File: config.mk
export PLATFORM = sky130hd
export DESIGN_NAME = chgreg_bank
export DESIGN_NICKNAME = d
export VERILOG_FILES = /design/src/chgreg_pkg.sv /design/src/chgreg_bank.sv /design/src/chgreg_sync.sv
export SDC_FILE = /design/constraint.sdc
export NUM_CORES = 1
export LEC_CHECK = 0
export ABC_AREA = 1
export BUFFER_PORTS_ARGS = -buffer_cell sky130_fd_sc_hd__buf_2
export CELL_PAD_IN_SITES_DETAIL_PLACEMENT = 0
export CELL_PAD_IN_SITES_GLOBAL_PLACEMENT = 1
export CORE_MARGIN = 2
export CORE_UTILIZATION = 33
export CTS_CLUSTER_SIZE = 25
export DETAILED_ROUTE_END_ITERATION = 10
export HOLD_SLACK_MARGIN = 0.03
export PLACE_DENSITY = 0.66
export RECOVER_POWER = 100
export SYNTH_ARGS = -nofsm -noshare
export SYNTH_HDL_FRONTEND = slang
export SYNTH_HIERARCHICAL = 1
export SYNTH_SLANG_ARGS = --single-unit
File: constraint.sdc
create_clock -name mclk_i -period 2.1 [get_ports mclk_i]
set_input_delay 0.21 -clock mclk_i [delete_from_list [all_inputs] [get_ports mclk_i]]
set_output_delay 0.21 -clock mclk_i [all_outputs]
set_load 0.03 [all_outputs]
File: src/chgreg_pkg.sv
// Constants and carrier types for the charger control register bank.
// Assumes one 10 MHz clock domain; the serial bus pins are asynchronous.
package chgreg_pkg;

  localparam logic [7:0] REG_STATUS = 8'h00;
  localparam logic [7:0] REG_CTRL = 8'h01;
  localparam logic [7:0] REG_VOLT = 8'h02;
  localparam logic [7:0] REG_ID = 8'h03;

  localparam int STAT_RESTART_BIT = 7;
  localparam int STAT_EN_BIT = 6;
  localparam logic STAT_EN_RST = 1'b1;
  localparam logic [7:0] CTRL_RST = 8'h30;
  localparam logic [7:0] VOLT_RST = 8'h0a;

  localparam logic [2:0] FAULT_NONE = 3'h0;
  localparam logic [2:0] FAULT_BOOST_UNUSED = 3'h7;

  localparam logic [3:0] BYTE_BITS = 4'h8;
  localparam int SYNC_STAGES = 2;
  localparam real CLK_PERIOD_NS = 100.0;

  // Control register, bit 7 first
  typedef struct packed {
    logic [1:0] in_limit;
    logic [1:0] weak_battery_step;
    logic end_of_charge_cutoff_enable;
    logic chg_disable;
    logic input_float_select;
    logic boost_select;
  } chgreg_ctrl_t;

  // Voltage and pin control register, bit 7 first
  typedef struct packed {
    logic [5:0] vreg_code;
    logic request_pin_polarity;
    logic request_pin_enable;
  } chgreg_volt_t;

  // State reported by the charger core
  typedef struct packed {
    logic [1:0] charge_state;
    logic boost_active;
    logic [2:0] fault;
  } chgreg_stat_t;

  typedef enum logic [3:0] {
    ST_IDLE,
    ST_ADDR,
    ST_ADDR_ACK,
    ST_PTR,
    ST_PTR_ACK,
    ST_WDATA,
    ST_WDATA_ACK,
    ST_RDATA,
    ST_RDATA_ACK
  } chgreg_state_t;

endpackage : chgreg_pkg

File: src/chgreg_bank.sv
// Charger control register bank behind a two-wire serial slave port.
// Assumes scl/sda pins, request pin and core status are asynchronous to mclk_i.
// What this block does
// RQ1: Writing one to status bit 7 pulses a safety-timer restart, self-clearing.
// RQ2: Reading status bit 7 returns the present request pin level.
// RQ3: Status bit 6 gates the charge indicator output; resets to one.
// RQ4: Status bits 5:4 report charge state: ready, charging, done, fault.
// RQ5: Status bit 3 reads one while operating as boost converter.
// RQ6: In charger operation bits 2:0 give the charger fault code.
// RQ7: In boost operation bits 2:0 give boost fault code; 111 unused.
// RQ8: Control bits 7:6 select input current limit; reset to 00.
// RQ9: Control bits 5:4 set weak-battery threshold; both reset to one.
// RQ10: Control bit 3 enables low-current charge termination; resets to zero.
// RQ11: Control bit 2 disables charging when set; resets to zero.
// RQ12: Control bit 1 selects high-impedance mode; resets to zero.
// RQ13: Control bit 0 selects boost operation; resets to charger operation.
// RQ14: Voltage bits 7:2 hold six-bit charge-voltage code; reset gives 3.54 V.
// RQ15: Voltage bit 1 sets request pin active level; resets to high.
// RQ16: Voltage bit 0 enables the request pin; resets to ignored.
// RQ17: Identity register is read-only: maker code 7:5, part code 4:3.
// RQ18: Control register resets to 0x30.
// RQ19: Voltage register resets to 0x0a.
// RQ20: Registers reached by serial write/read transactions; read-only bits ignore writes.
`timescale 1ns/10ps
`default_nettype none
module chgreg_bank
  import chgreg_pkg::*;
#(
  parameter logic [6:0] DEV_ADDR = 7'h6b,
  parameter logic [2:0] MAKER_CODE = 3'h5,  // Arbitrary value
  parameter logic [1:0] PART_CODE = 2'h1,   // Arbitrary value
  parameter logic [2:0] REV_CODE = 3'h2     // Arbitrary value
) (
  input wire logic mclk_i,
  input wire logic rst_i,
  input wire logic scl_i,
  input wire logic sda_i,
  output logic sda_o,
  output logic sda_oe_o,
  input wire logic host_mode_request_pin_i,
  input wire chgreg_stat_t status_i,
  output logic timer_restart_o,
  output logic stat_enable_o,
  output chgreg_ctrl_t ctrl_o,
  output chgreg_volt_t volt_o,
  output logic host_request_active_o
);

  logic scl_s;
  logic sda_s;
  logic scl_n_s;
  logic sda_n_s;
  logic pin_s;
  chgreg_stat_t stat_s;

  chgreg_sync #(
    .W(9)
  ) u_sync (
    .mclk_i(mclk_i),
    .rst_i(rst_i),
    .d_i({~scl_i, ~sda_i, host_mode_request_pin_i, status_i}),
    .q_o({scl_n_s, sda_n_s, pin_s, stat_s})
  );

  // Bus lines pass inverted so the synchroniser reset reads as an idle high bus, no false edge
  assign scl_s = ~scl_n_s;
  assign sda_s = ~sda_n_s;

  // Bus line edges, seen after synchronisation
  logic scl_d_ff;
  logic sda_d_ff;
  logic scl_rise;
  logic scl_fall;
  logic start_det;
  logic stop_det;

  assign scl_rise = scl_s && !scl_d_ff;
  assign scl_fall = !scl_s && scl_d_ff;
  assign start_det = scl_s && scl_d_ff && sda_d_ff && !sda_s;
  assign stop_det = scl_s && scl_d_ff && !sda_d_ff && sda_s;

  // Register state
  logic stat_en_ff;
  logic restart_ff;
  logic req_act_ff;
  chgreg_ctrl_t ctrl_ff;
  chgreg_volt_t volt_ff;
  logic nxt_stat_en;
  logic nxt_restart;
  logic nxt_req_act;
  chgreg_ctrl_t nxt_ctrl;
  chgreg_volt_t nxt_volt;

  // Serial slave state
  chgreg_state_t state_ff;
  chgreg_state_t nxt_state;
  logic [3:0] cnt_ff;
  logic [3:0] nxt_cnt;
  logic [7:0] sh_ff;
  logic [7:0] nxt_sh;
  logic [7:0] ptr_ff;
  logic [7:0] nxt_ptr;
  logic [7:0] tx_ff;
  logic [7:0] nxt_tx;
  logic oe_ff;
  logic nxt_oe;
  logic rw_ff;
  logic nxt_rw;
  logic nack_ff;
  logic nxt_nack;
  logic wr_en;

  // Read data at the current pointer
  logic [2:0] fault_rep;
  logic [7:0] rd_data;

  always_comb
  begin
    fault_rep = stat_s.fault;  // RQ6
    if (stat_s.boost_active && stat_s.fault == FAULT_BOOST_UNUSED)
    begin
      fault_rep = FAULT_NONE;  // RQ7
    end
    unique case (ptr_ff)
      REG_STATUS: rd_data = {pin_s, stat_en_ff, stat_s.charge_state, stat_s.boost_active, fault_rep};  // RQ2 RQ4 RQ5
      REG_CTRL: rd_data = ctrl_ff;
      REG_VOLT: rd_data = volt_ff;
      REG_ID: rd_data = {MAKER_CODE, PART_CODE, REV_CODE};  // RQ17
      default: rd_data = 8'h00;
    endcase
  end

  // Slave sequencing: address, pointer, then data bytes with pointer advance
  always_comb
  begin
    nxt_state = state_ff;
    nxt_cnt = cnt_ff;
    nxt_sh = sh_ff;
    nxt_ptr = ptr_ff;
    nxt_tx = tx_ff;
    nxt_oe = oe_ff;
    nxt_rw = rw_ff;
    nxt_nack = nack_ff;
    wr_en = 1'b0;
    if (start_det)
    begin
      nxt_state = ST_ADDR;
      nxt_cnt = 4'h0;
      nxt_oe = 1'b0;
    end
    else if (stop_det)
    begin
      nxt_state = ST_IDLE;
      nxt_oe = 1'b0;
    end
    else
    begin
      unique case (state_ff)
        ST_IDLE:
        begin
          nxt_oe = 1'b0;
        end
        ST_ADDR, ST_PTR, ST_WDATA:
        begin
          if (scl_rise)
          begin
            nxt_sh = {sh_ff[6:0], sda_s};
            nxt_cnt = cnt_ff + 4'h1;
          end
          else if (scl_fall && cnt_ff == BYTE_BITS)
          begin
            nxt_cnt = 4'h0;
            nxt_oe = 1'b1;
            if (state_ff == ST_ADDR)
            begin
              // Other addresses are left alone until the next start
              nxt_rw = sh_ff[0];
              nxt_oe = (sh_ff[7:1] == DEV_ADDR);
              nxt_state = (sh_ff[7:1] == DEV_ADDR) ? ST_ADDR_ACK : ST_IDLE;
            end
            else if (state_ff == ST_PTR)
            begin
              nxt_ptr = sh_ff;
              nxt_state = ST_PTR_ACK;
            end
            else
            begin
              wr_en = 1'b1;  // RQ20
              nxt_ptr = ptr_ff + 8'h01;
              nxt_state = ST_WDATA_ACK;
            end
          end
        end
        ST_ADDR_ACK, ST_PTR_ACK, ST_WDATA_ACK, ST_RDATA_ACK:
        begin
          if (scl_rise)
          begin
            nxt_nack = sda_s;
          end
          else if (scl_fall)
          begin
            nxt_oe = 1'b0;
            nxt_cnt = 4'h0;
            if ((state_ff == ST_ADDR_ACK && rw_ff) || (state_ff == ST_RDATA_ACK && !nack_ff))
            begin
              // Sampled at load time, so the pin level is current per byte
              nxt_tx = rd_data;  // RQ20
              nxt_oe = !rd_data[7];
              nxt_ptr = ptr_ff + 8'h01;
              nxt_state = ST_RDATA;
            end
            else if (state_ff == ST_ADDR_ACK)
            begin
              nxt_state = ST_PTR;
            end
            else if (state_ff == ST_RDATA_ACK)
            begin
              nxt_state = ST_IDLE;
            end
            else
            begin
              nxt_state = ST_WDATA;
            end
          end
        end
        ST_RDATA:
        begin
          if (scl_rise)
          begin
            nxt_cnt = cnt_ff + 4'h1;
          end
          else if (scl_fall)
          begin
            if (cnt_ff == BYTE_BITS)
            begin
              nxt_oe = 1'b0;
              nxt_cnt = 4'h0;
              nxt_state = ST_RDATA_ACK;
            end
            else
            begin
              nxt_tx = {tx_ff[6:0], 1'b0};
              nxt_oe = !tx_ff[6];
            end
          end
        end
      endcase
    end
  end

  // Register writes; status bits 7 and 5:0 and identity bits have no storage to overwrite
  always_comb
  begin
    nxt_stat_en = stat_en_ff;
    nxt_ctrl = ctrl_ff;
    nxt_volt = volt_ff;
    nxt_restart = 1'b0;
    if (wr_en)
    begin
      unique case (ptr_ff)
        REG_STATUS:
        begin
          nxt_restart = sh_ff[STAT_RESTART_BIT];  // RQ1
          nxt_stat_en = sh_ff[STAT_EN_BIT];  // RQ3
        end
        REG_CTRL: nxt_ctrl = chgreg_ctrl_t'(sh_ff);  // RQ8 RQ9 RQ10 RQ11 RQ12 RQ13
        REG_VOLT: nxt_volt = chgreg_volt_t'(sh_ff);  // RQ14 RQ15 RQ16
        default:
        begin
          nxt_restart = 1'b0;  // RQ17
        end
      endcase
    end
    nxt_req_act = volt_ff.request_pin_enable && (pin_s == volt_ff.request_pin_polarity);  // RQ15 RQ16
  end

  always_ff @(posedge mclk_i or posedge rst_i)
  begin
    if (rst_i)
    begin
      stat_en_ff <= STAT_EN_RST;  // RQ3
      ctrl_ff <= CTRL_RST;  // RQ18
      volt_ff <= VOLT_RST;  // RQ19
      restart_ff <= 1'b0;
      req_act_ff <= 1'b0;
    end
    else
    begin
      stat_en_ff <= nxt_stat_en;
      ctrl_ff <= nxt_ctrl;
      volt_ff <= nxt_volt;
      restart_ff <= nxt_restart;
      req_act_ff <= nxt_req_act;
    end
  end

  always_ff @(posedge mclk_i or posedge rst_i)
  begin
    if (rst_i)
    begin
      state_ff <= ST_IDLE;
      cnt_ff <= 4'h0;
      sh_ff <= 8'h00;
      ptr_ff <= 8'h00;
      tx_ff <= 8'h00;
      oe_ff <= 1'b0;
      rw_ff <= 1'b0;
      nack_ff <= 1'b0;
      scl_d_ff <= 1'b1;
      sda_d_ff <= 1'b1;
    end
    else
    begin
      state_ff <= nxt_state;
      cnt_ff <= nxt_cnt;
      sh_ff <= nxt_sh;
      ptr_ff <= nxt_ptr;
      tx_ff <= nxt_tx;
      oe_ff <= nxt_oe;
      rw_ff <= nxt_rw;
      nack_ff <= nxt_nack;
      scl_d_ff <= scl_s;
      sda_d_ff <= sda_s;
    end
  end

  // Open drain: the line is only ever pulled low
  assign sda_o = 1'b0;
  assign sda_oe_o = oe_ff;
  assign timer_restart_o = restart_ff;
  assign stat_enable_o = stat_en_ff;
  assign ctrl_o = ctrl_ff;
  assign volt_o = volt_ff;
  assign host_request_active_o = req_act_ff;
endmodule : chgreg_bank
`default_nettype wire

File: src/chgreg_sync.sv
// Two-flop synchroniser for a bundle of asynchronous levels.
// Assumes each bit is a level; multi-bit words may be seen mid-change for one cycle.
`timescale 1ns/10ps
`default_nettype none
module chgreg_sync #(
  parameter int W = 1
) (
  input wire logic mclk_i,
  input wire logic rst_i,
  input wire logic [W-1:0] d_i,
  output logic [W-1:0] q_o
);

  logic [W-1:0] meta_ff;
  logic [W-1:0] q_ff;

  always_ff @(posedge mclk_i or posedge rst_i)
  begin
    if (rst_i)
    begin
      meta_ff <= '0;
      q_ff <= '0;
    end
    else
    begin
      meta_ff <= d_i;
      q_ff <= meta_ff;
    end
  end

  assign q_o = q_ff;

endmodule : chgreg_sync
`default_nettype wire
==> results of run 1 <==
[path summary, 6_finish.rpt]
path	to	slack, ps	from	cells after the start
max in group asynchronous	state_ff[1]	370	rst_i	4
max	ctrl_o[4]	140	scl_d_ff	10
min in group asynchronous	u_sync/meta_ff[7]	520	rst_i	3
max reg2reg	ctrl_o[4]	140	scl_d_ff	10
min	u_sync/q_o[2]	350	u_sync/meta_ff[2]	0
min reg2reg	u_sync/q_o[2]	350	u_sync/meta_ff[2]	0
[Yosys cell counts (2+ instances only)]
| master | n | share of area (%) |
|---|---|---|
| clkbuf_1 | 2 | 0.20 |
| o21ai_0 | 39 | 5.1 |
| o21ai_1 | 3 | 0.39 |
| dfstp_2 | 7 | 4.8 |
| xnor2_1 | 2 | 0.46 |
| a31oi_1 | 2 | 0.33 |
| nor2_2 | 11 | 1.8 |
| xor2_1 | 2 | 0.46 |
| nor4_1 | 3 | 0.49 |
| buf_2 | 3 | 0.39 |
| nand3_4 | 2 | 0.91 |
| ha_1 | 9 | 2.9 |
| o211ai_1 | 2 | 0.39 |
| buf_4 | 3 | 0.59 |
| nor3_1 | 2 | 0.26 |
| nand3_1 | 42 | 5.5 |
| nor2_1 | 33 | 3.2 |
| nand4_1 | 14 | 2.3 |
| nor2_4 | 3 | 0.88 |
| nand2_1 | 158 | 15 |
| a21oi_1 | 10 | 1.3 |
| inv_1 | 51 | 5.0 |
| nand3_2 | 2 | 0.52 |
| dfrtp_1 | 66 | 43 |
| nand2_2 | 3 | 0.49 |
[layout make-up]
| class | instances | area (um^2) |
|---|---|---|
| clock inverters | 7 | 76.32 |
| multi-input cells | 352 | 1770 |
| inverters | 53 | 200.2 |
| fillers | 1159 | 6761 |
| well taps | 143 | 178.9 |
| flip-flops and latches | 73 | 1836 |
| clock buffers | 9 | 225.2 |
| repair buffers | 52 | 321.6 |
[cell families after synthesis]
kind of cell / count (synthesis) / share of synthesized area (%)
compound gates: 60 / 8.851
xor+xnor: 4 / 0.9146
fa+ha+maj: 9 / 2.939
buf+inv: 61 / 6.401
flops: 73 / 47.91
mux: 1 / 0.2613
other cells: 1 / 0.09788
simple gates: 276 / 32.63
[power breakdown]
| part | internal [mW] | switching [mW] |
|---|---|---|
| clock network | 0.928 | 0.635 |
| registers | 1.64 | 0.248 |
| logic | 0.753 | 1.78 |
[metal layers]
| metal | wire [um] | global-route usage [%] | share of wire, % | vias to the layer above |
|---|---|---|---|---|
| li1 | - | - | - | 1679 |
| met1 | 4838 | 23.51 | 47 | 1634 |
| met2 | 4989 | 28.32 | 48 | 78 |
| met3 | 355 | 3.647 | 3.4 | 14 |
| met4 | 204 | 5.679 | 2.0 | 0 |
| met5 | 0 | 0 | 0 | - |
[critical path, stage by stage (launching register included)]
cell	delay, ps
dfstp_2	540
inv_1	40
ha_1	180
inv_1	140
nand3_1	140
nor2_2	200
nand2_4	120
nor2_2	200
buf_12	150
nor2_1	40
a21oi_1	120
[registers in the layout (all words and copies together), names as in the netlist, 4 cells and up]
signal	flops
u_sync/meta_ff	9
u_sync/q_o	9
ctrl_o	8
ptr_ff	8
sh_ff	8
volt_o	8
tx_ff	7
cnt_ff	4
state_ff	4
[metrics by stage]
| step | util, % | hold slack, ps | TNS, ps |
|---|---|---|---|
| after floorplan | - | 148.6 | 0 |
| after global placement | 36.96 | 302.9 | 0 |
| after detailed placement | 36.96 | 303.6 | 0 |
| after CTS | 40.54 | 351.7 | 0 |
| after global routing | 40.53 | 353.8 | -62.77 |
| final | 40.53 | 349.2 | 0 |
[timing repair]
item	CTS	global route
hold buffers	10	0
hold endpoints to repair	75	0
gates resized for setup	1	5
gates cloned	0	1
setup buffers	0	2
pin swaps	0	2
setup endpoints to repair	1	16
==> metrics.yaml, run 1 <==
status: "finished clean"
finalHoldViolCount: 0
synthesis.nets: 505
core_area_um2: 11370
synth_area_um2: 3831
design_area_um2: 4608
startpoint_type: "flop"
grt_start_max_net_pins: 56
power_density_nw_per_um2: 1301
gp_congestion: 0.8388
grt_overflow: 0
cts_buffer_depth: 2
grt_usage_pct: 17.48
dieArea_um2: 12490
finalCritPeriodShare_pct: 93.24
num_antenna_cells: 0
drt-total-wl_mm: 10.39
max_cap_viol_count: 0
vias_per_cell: 4.942
drt_iter0_drc: 246
drc: 0
synth-seq-area-share_pct: 47.91
avgSynthCellArea_um2: 7.899
cp_data_required_time_ps: 2360
antenna_found_initial: 0
final_nets: 561
cts_max_level: 3
clock.fmax_ghz: 0.5107
syn_to_final_growth_pct: 20.28
final_antenna_net_count: 0
peakVddDrop_mv: 0.6627
io_buffers: 30
synthFlopType: "dfrtp_1"
die_x_um: 111.7
skew_ps: 9.545
syn_inst: 485
min_period_ps: 1958
layout_common_cells: "nand2_1 (157), dfrtp_1 (66), inv_1 (50), nand3_1 (41), o21ai_0 (40)"
slew_headroom_pct: 6.439
yosys_warnings: 6
placed_cell_area_um2: 4203
dp_hpwl_mm: 7.426
wire_per_inst_um: 15.08
critical_path_arrival_ps: 2220
synth_edf_count: 0
finalPower_mw: 5.993
clk_latency_ps: 330
cts-root-buf: "clkbuf_16"
final_cells: 689
end_kind: "flop"
synth.distinct_cells: 36
clk_pin_slew_ps: 60
drt-pass1-iter-count: 5
cts_buffers: 9
hold_class: "flop to flop"
top_level_ports: 32
die_y_um: 111.7
rows: 39
layout_commonest_cell: "nand2_1"
slew_violations: 0
worst-setup-path-type: "flop to flop"
leakage_nw: 2.287
clkSinkCount: 73
rsz0062_at_grt: "true"
worst_pin_slew_ps: 1403
grt_pass1_vias: 3351
crit_fanout: 14
vias: 3405
dp.cells: 660
start_util_pct: 33.70
ys_ff_latch: 73
setup_viol: 0
grt_pass1_wl_mm: 17.28
worst_slack_ps: 142.0
drive_above_1_share_pct: 13.37
cts_tree: "built"
dp_slack_ps: 15.43
synth-async-reset-ratio_pct: 100.0
Power figures use the tool's default switching activity.
==> run 2, diff against run 1 <==
==> constraint.sdc (replaced) <==
create_clock -name mclk_i -period 2.4 [get_ports mclk_i]
set_input_delay 0.24 -clock mclk_i [delete_from_list [all_inputs] [get_ports mclk_i]]
set_output_delay 0.24 -clock mclk_i [all_outputs]
set_load 0.03 [all_outputs]
==> metrics.yaml, run 2 (synthesis results as in run 1) <==
status: "finished clean"
gp_congestion: 0.8319
drc: 0
design_area_um2: 4534
drt-total-wl_mm: 9.889
slew_violations: 0
hold_class: "input port to flop"
die_x_um: 111.7
grt_pass1_vias: 3286
setup_viol: 0
drive_above_1_share_pct: 11.01
leakage_nw: 2.241
rows: 39
io_buffers: 30
slew_headroom_pct: 5.884
slowest_delay_ps: 550
cp_data_required_time_ps: 2610
clk_pin_slew_ps: 60
rsz0062_at_grt: "false"
wire_per_inst_um: 14.56
end_kind: "flop"
drt-pass1-iter-count: 4
num_antenna_cells: 0
final_nets: 551
peakVddDrop_mv: 0.5050
skew_ps: 6.363
cts_buffer_depth: 2
cts_tree: "built"
worst-setup-path-type: "flop to flop"
clk_latency_ps: 330
slowest_stage: "dfstp_1"
postCtsSetupRepairBufs: 0
worst_pin_slew_ps: 1412
dieArea_um2: 12490
crit_top_cell: "inv_1"
cts-root-buf: "clkbuf_16"
clock.fmax_ghz: 0.4612
finalHoldViolCount: 0
reg2reg_from: "scl_d_ff"
layout_commonest_cell: "nand2_1"
fin_tns_setup_ps: 0
core_area_um2: 11370
dp_slack_ps: 262.5
layout_common_cells: "nand2_1 (158), dfrtp_1 (66), inv_1 (51), nand3_1 (43), o21ai_0 (40)"
hp-start: "scl_i"
worst_slack_ps: 231.7
placed_cell_area_um2: 4165
critical_path_arrival_ps: 2370
fillers: 1164
die_y_um: 111.7
top_level_ports: 32
grt_usage_pct: 16.88
start_util_pct: 33.70
finalCritPeriodShare_pct: 90.35
startpoint_type: "flop"
grt_overflow: 0
grt_start_max_net_pins: 56
vias_per_cell: 4.900
crit_start: "scl_d_ff"
cts_max_level: 3
min_period_ps: 2168
drt_iter0_drc: 192
crit_fanout: 11
antenna_found_initial: 0
cts_buffers: 9
grt_pass1_wl_mm: 16.59
max_cap_viol_count: 0
dp_hpwl_mm: 7.338
final_antenna_net_count: 0
vias: 3327
clkSinkCount: 73
power_density_nw_per_um2: 1158
syn_to_final_growth_pct: 18.35
path_cells: "inv_1 > ha_1 > inv_1 > nand3_1 > nor2_2 > nand2_2 > nor2_1 > clkbuf_2 > o21ai_0"
[run 2: cell count changes in the layout (fill, tap and decap cells not counted), moves of 2 or more]
cell	previous run	this run
buf_4	9	3
dlygate4sd3_1	10	8
clkinvlp_4	2	0
nand3_2	5	1
clkbuf_8	0	3
inv_6	2	0
nand3_1	41	43
[run 2: worst max-delay path: cells and delay by family, from the launching register on]
family / cells / cell delay, ps
simple gates: 4 / 610
flops: 1 / 550
buf+inv: 3 / 480
fa+ha+maj: 1 / 290
compound gates: 1 / 120
[run 2: final timing paths]
kind	end	slack, ps	cells after the start
max	volt_o[4]	230	9
min	u_sync/meta_ff[8]	50	2
max reg2reg	volt_o[4]	230	9
min reg2reg	u_sync/q_o[3]	350	0
max in group asynchronous	ptr_ff[2]	620	4
min in group asynchronous	u_sync/q_o[6]	550	3
[run 2: stage by stage]
stage          utilization (%)  hold slack, ps  std cells  total power, mW
2_1_floorplan                -           178.6        485            3.213
4_1_cts                  40.33           36.70        679            5.328
3_5_place_dp             36.63           329.1        655            3.796
3_3_place_gp             36.63           324.3        655            3.802
5_1_grt                  39.88           47.95        679            5.689
6_report                 39.88           51.13        679            5.253
[run 2: final cells by class]
| cell class | count | area, um^2 | area share [%] |
|---|---|---|---|
| sequential | 73 | 1836 | 40.48 |
| multi-input combinational | 351 | 1743 | 38.44 |
| timing repair buffer | 43 | 236.5 | 5.215 |
| tap | 143 | 178.9 | 3.946 |
| clock inverter | 4 | 73.82 | 1.628 |
| clock buffer | 12 | 266.5 | 5.877 |
| inverter | 53 | 200.2 | 4.415 |
[run 2: routing by layer]
layer  GRT usage [%]  wire length (um)
met1           22.60              4572
met5               0                 0
met2           27.43              4816
met4           5.844               158
met3           3.321               342
[run 2: power by group]
part,leakage [nW],switching [mW],internal [mW]
Clock,0.169,0.499,0.995
Sequential,0.929,0.229,1.44
Combinational,1.14,1.48,0.614
[run 2: repair_timing]
| item | in CTS | in global routing |
|---|---|---|
| hold buffers | 8 | 0 |
| hold endpoints to repair | 55 | 0 |
| resized for setup | 0 | 0 |
==> run 3, diff against run 2 <==
--- a/config.mk
+++ b/config.mk
@@ -5,7 +5,6 @@
 export SDC_FILE = /design/constraint.sdc
 export NUM_CORES = 1
 export LEC_CHECK = 0
-export ABC_AREA = 1
 export BUFFER_PORTS_ARGS = -buffer_cell sky130_fd_sc_hd__buf_2
 export CELL_PAD_IN_SITES_DETAIL_PLACEMENT = 0
 export CELL_PAD_IN_SITES_GLOBAL_PLACEMENT = 1
@@ -14,7 +13,7 @@
 export CTS_CLUSTER_SIZE = 25
 export DETAILED_ROUTE_END_ITERATION = 10
 export HOLD_SLACK_MARGIN = 0.03
-export PLACE_DENSITY = 0.66
+export PLACE_DENSITY = 0.63
 export RECOVER_POWER = 100
 export SYNTH_ARGS = -nofsm -noshare
 export SYNTH_HDL_FRONTEND = slang
==> metrics.yaml, run 3 <==
core_area_um2: 11320
grt_util_met1_pct: 21.47
path_cells: "inv_1 > ha_1 > and4_1 > a211oi_1 > a41oi_1 > and2_4 > a221o_1"
layout_commonest_cell: "dfrtp_1"
crit_fanout: 4
cts_max_level: 3
top_level_ports: 32
slew_headroom_pct: 6.260
grt_pass1_wl_mm: 15.48
worst_pin_slew_ps: 1406
dieArea_um2: 12390
synth_edf_count: 0
start_util_pct: 33.58
vias: 2838
cts_buffers: 9
final_cells: 547
holdWs_ps: 347.3
drt-total-wl_mm: 9.194
rsz0062_at_grt: "false"
setup_viol: 0
reg2reg_from: "scl_d_ff"
die_x_um: 111.3
met2_usage_pct: 25.00
slowest_delay_ps: 540
reg2regPathDepth: 7
dp_slack_ps: 95.83
fin_tns_setup_ps: 0
finalPower_mw: 2.955
finalHoldViolCount: 0
hold_depth: 0
ys_top_cells_by_count: "dfrtp_1 (66), nand2_1 (34), o21ai_0 (20)"
synth_most_common_cell: "dfrtp_1"
synthFlopType: "dfrtp_1"
synth.distinct_cells: 66
layout_common_cells: "dfrtp_1 (66), nand2_1 (34), clkbuf_1 (23), o21ai_0 (20)"
cp_data_required_time_ps: 2620
status: "finished clean"
cts_tree: "built"
peakVddDrop_mv: 0.3854
top_usage_layer: "met2"
drive_above_1_share_pct: 16.34
final_antenna_net_count: 0
drc: 0
rrSetupSlack_ps: 130
cts-root-buf: "clkbuf_16"
worst_hold_path.endpoint: "u_sync/q_o[6]"
design_area_um2: 4456
startpoint_type: "flop"
drt-pass1-iter-count: 5
avgSynthCellArea_um2: 10.74
clk_latency_ps: 340
vias_per_cell: 5.188
die_y_um: 111.3
grt_usage_pct: 15.84
final_nets: 419
worst-path-stages: 7
rows: 39
use_met3_pct: 3.827
dp.cells: 520
min_period_ps: 2266
slew_violations: 0
hp-start: "u_sync/meta_ff[6]"
io_buffers: 30
clk_pin_slew_ps: 60
synth_top_cell_by_area: "dfrtp_1"
end_kind: "flop"
clkSinkCount: 73
leakage_nw: 2.065
worst-setup-path-type: "flop to flop"
hold_class: "flop to flop"
yosysTopAreaCellShare_pct: 43.45
syn_inst: 354
slowest_stage: "dfstp_2"
max_cap_viol_count: 0
wire_per_inst_um: 16.81
worst_slack_ps: 134.3
yosys_warnings: 6
synth_area_um2: 3801
grt_pass1_vias: 2898
synth-seq-area-share_pct: 48.29
synth-async-reset-ratio_pct: 100.0
finalCritPeriodShare_pct: 94.41
clock.fmax_ghz: 0.4414
path_buf_inv: 1
regArea_um2: 1836
fillers: 1139
final_util_pct: 39.36
synthesis.nets: 374
critical_path_arrival_ps: 2480
crit_family: "compound AO/OA/AOI/OAI gates"
reg2reg_to: "cnt_ff[2]"
grt_start_max_net_pins: 56
cts_buffer_depth: 2
synthTopCellsByArea: "dfrtp_1 (43%), mux2_4 (6.3%), dfstp_2 (4.8%)"
placed_cell_area_um2: 4120
multi_input_area_um2: 1742
drt_iter0_drc: 167
antenna_found_initial: 0
dp_hpwl_mm: 6.409
grt_overflow: 0
skew_ps: 5.923
ys_ff_latch: 73
num_antenna_cells: 0
gp_congestion: 0.8233
power_density_nw_per_um2: 663.3
syn_to_final_growth_pct: 17.22
-- run 3: routing by layer --
metal / part of all wire (%) / vias to the layer above
met5: 0 / -
met4: 1.3 / 0
met3: 2.5 / 8
met2: 48 / 56
met1: 49 / 1394
li1: - / 1380
-- run 3: kinds of logic (layout without fill, tap and decap cells) --
family	Yosys count	after routing	share of synthesized area (%)
multiplexers	30	30	10.30
AO/OA/AOI/OAI	86	86	15.80
AND/OR/NAND/NOR	117	117	17.48
other	1	1	0.09865
buffers and inverters	36	86	4.608
XOR/XNOR	2	2	0.4609
adder cells (fa/ha/maj)	9	9	2.963
flip-flops	73	73	48.29
-- run 3: worst max-delay path by stage --
| stage | start | end | slack, ps |
|---|---|---|---|
| 5_1_grt | scl_d_ff | cnt_ff[2] | 30 |
| 3_5_place_dp | scl_d_ff | cnt_ff[2] | 100 |
| 3_3_place_gp | scl_d_ff | cnt_ff[2] | 190 |
| 6_report | scl_d_ff | cnt_ff[2] | 130 |
| 2_1_floorplan | scl_d_ff | ptr_ff[1] | 260 |
| 4_1_cts | scl_d_ff | cnt_ff[2] | 80 |
-- run 3: area by class of cell --
cell class,instances,share of cell area [%]
flip-flops and latches,73,41.20
clock inverters,6,1.657
inverters,14,1.179
clock buffers,10,5.364
well taps,143,4.016
repair buffers,56,7.498
multi-input cells,245,39.09
-- run 3: what timing repair did --
item / CTS / global route
gates resized for setup: 0 / 1
hold buffers: 10 / 0
setup endpoints to repair: 0 / 6
hold endpoints to repair: 11 / 0
setup buffers: 0 / 1
-- run 3: power by group --
part / leakage, nW / internal, mW / switching [mW] / total (mW)
sequential: 0.949 / 1.28 / 0.0626 / 1.34
clock: 0.147 / 0.846 / 0.568 / 1.41
combinational: 0.969 / 0.0871 / 0.114 / 0.201
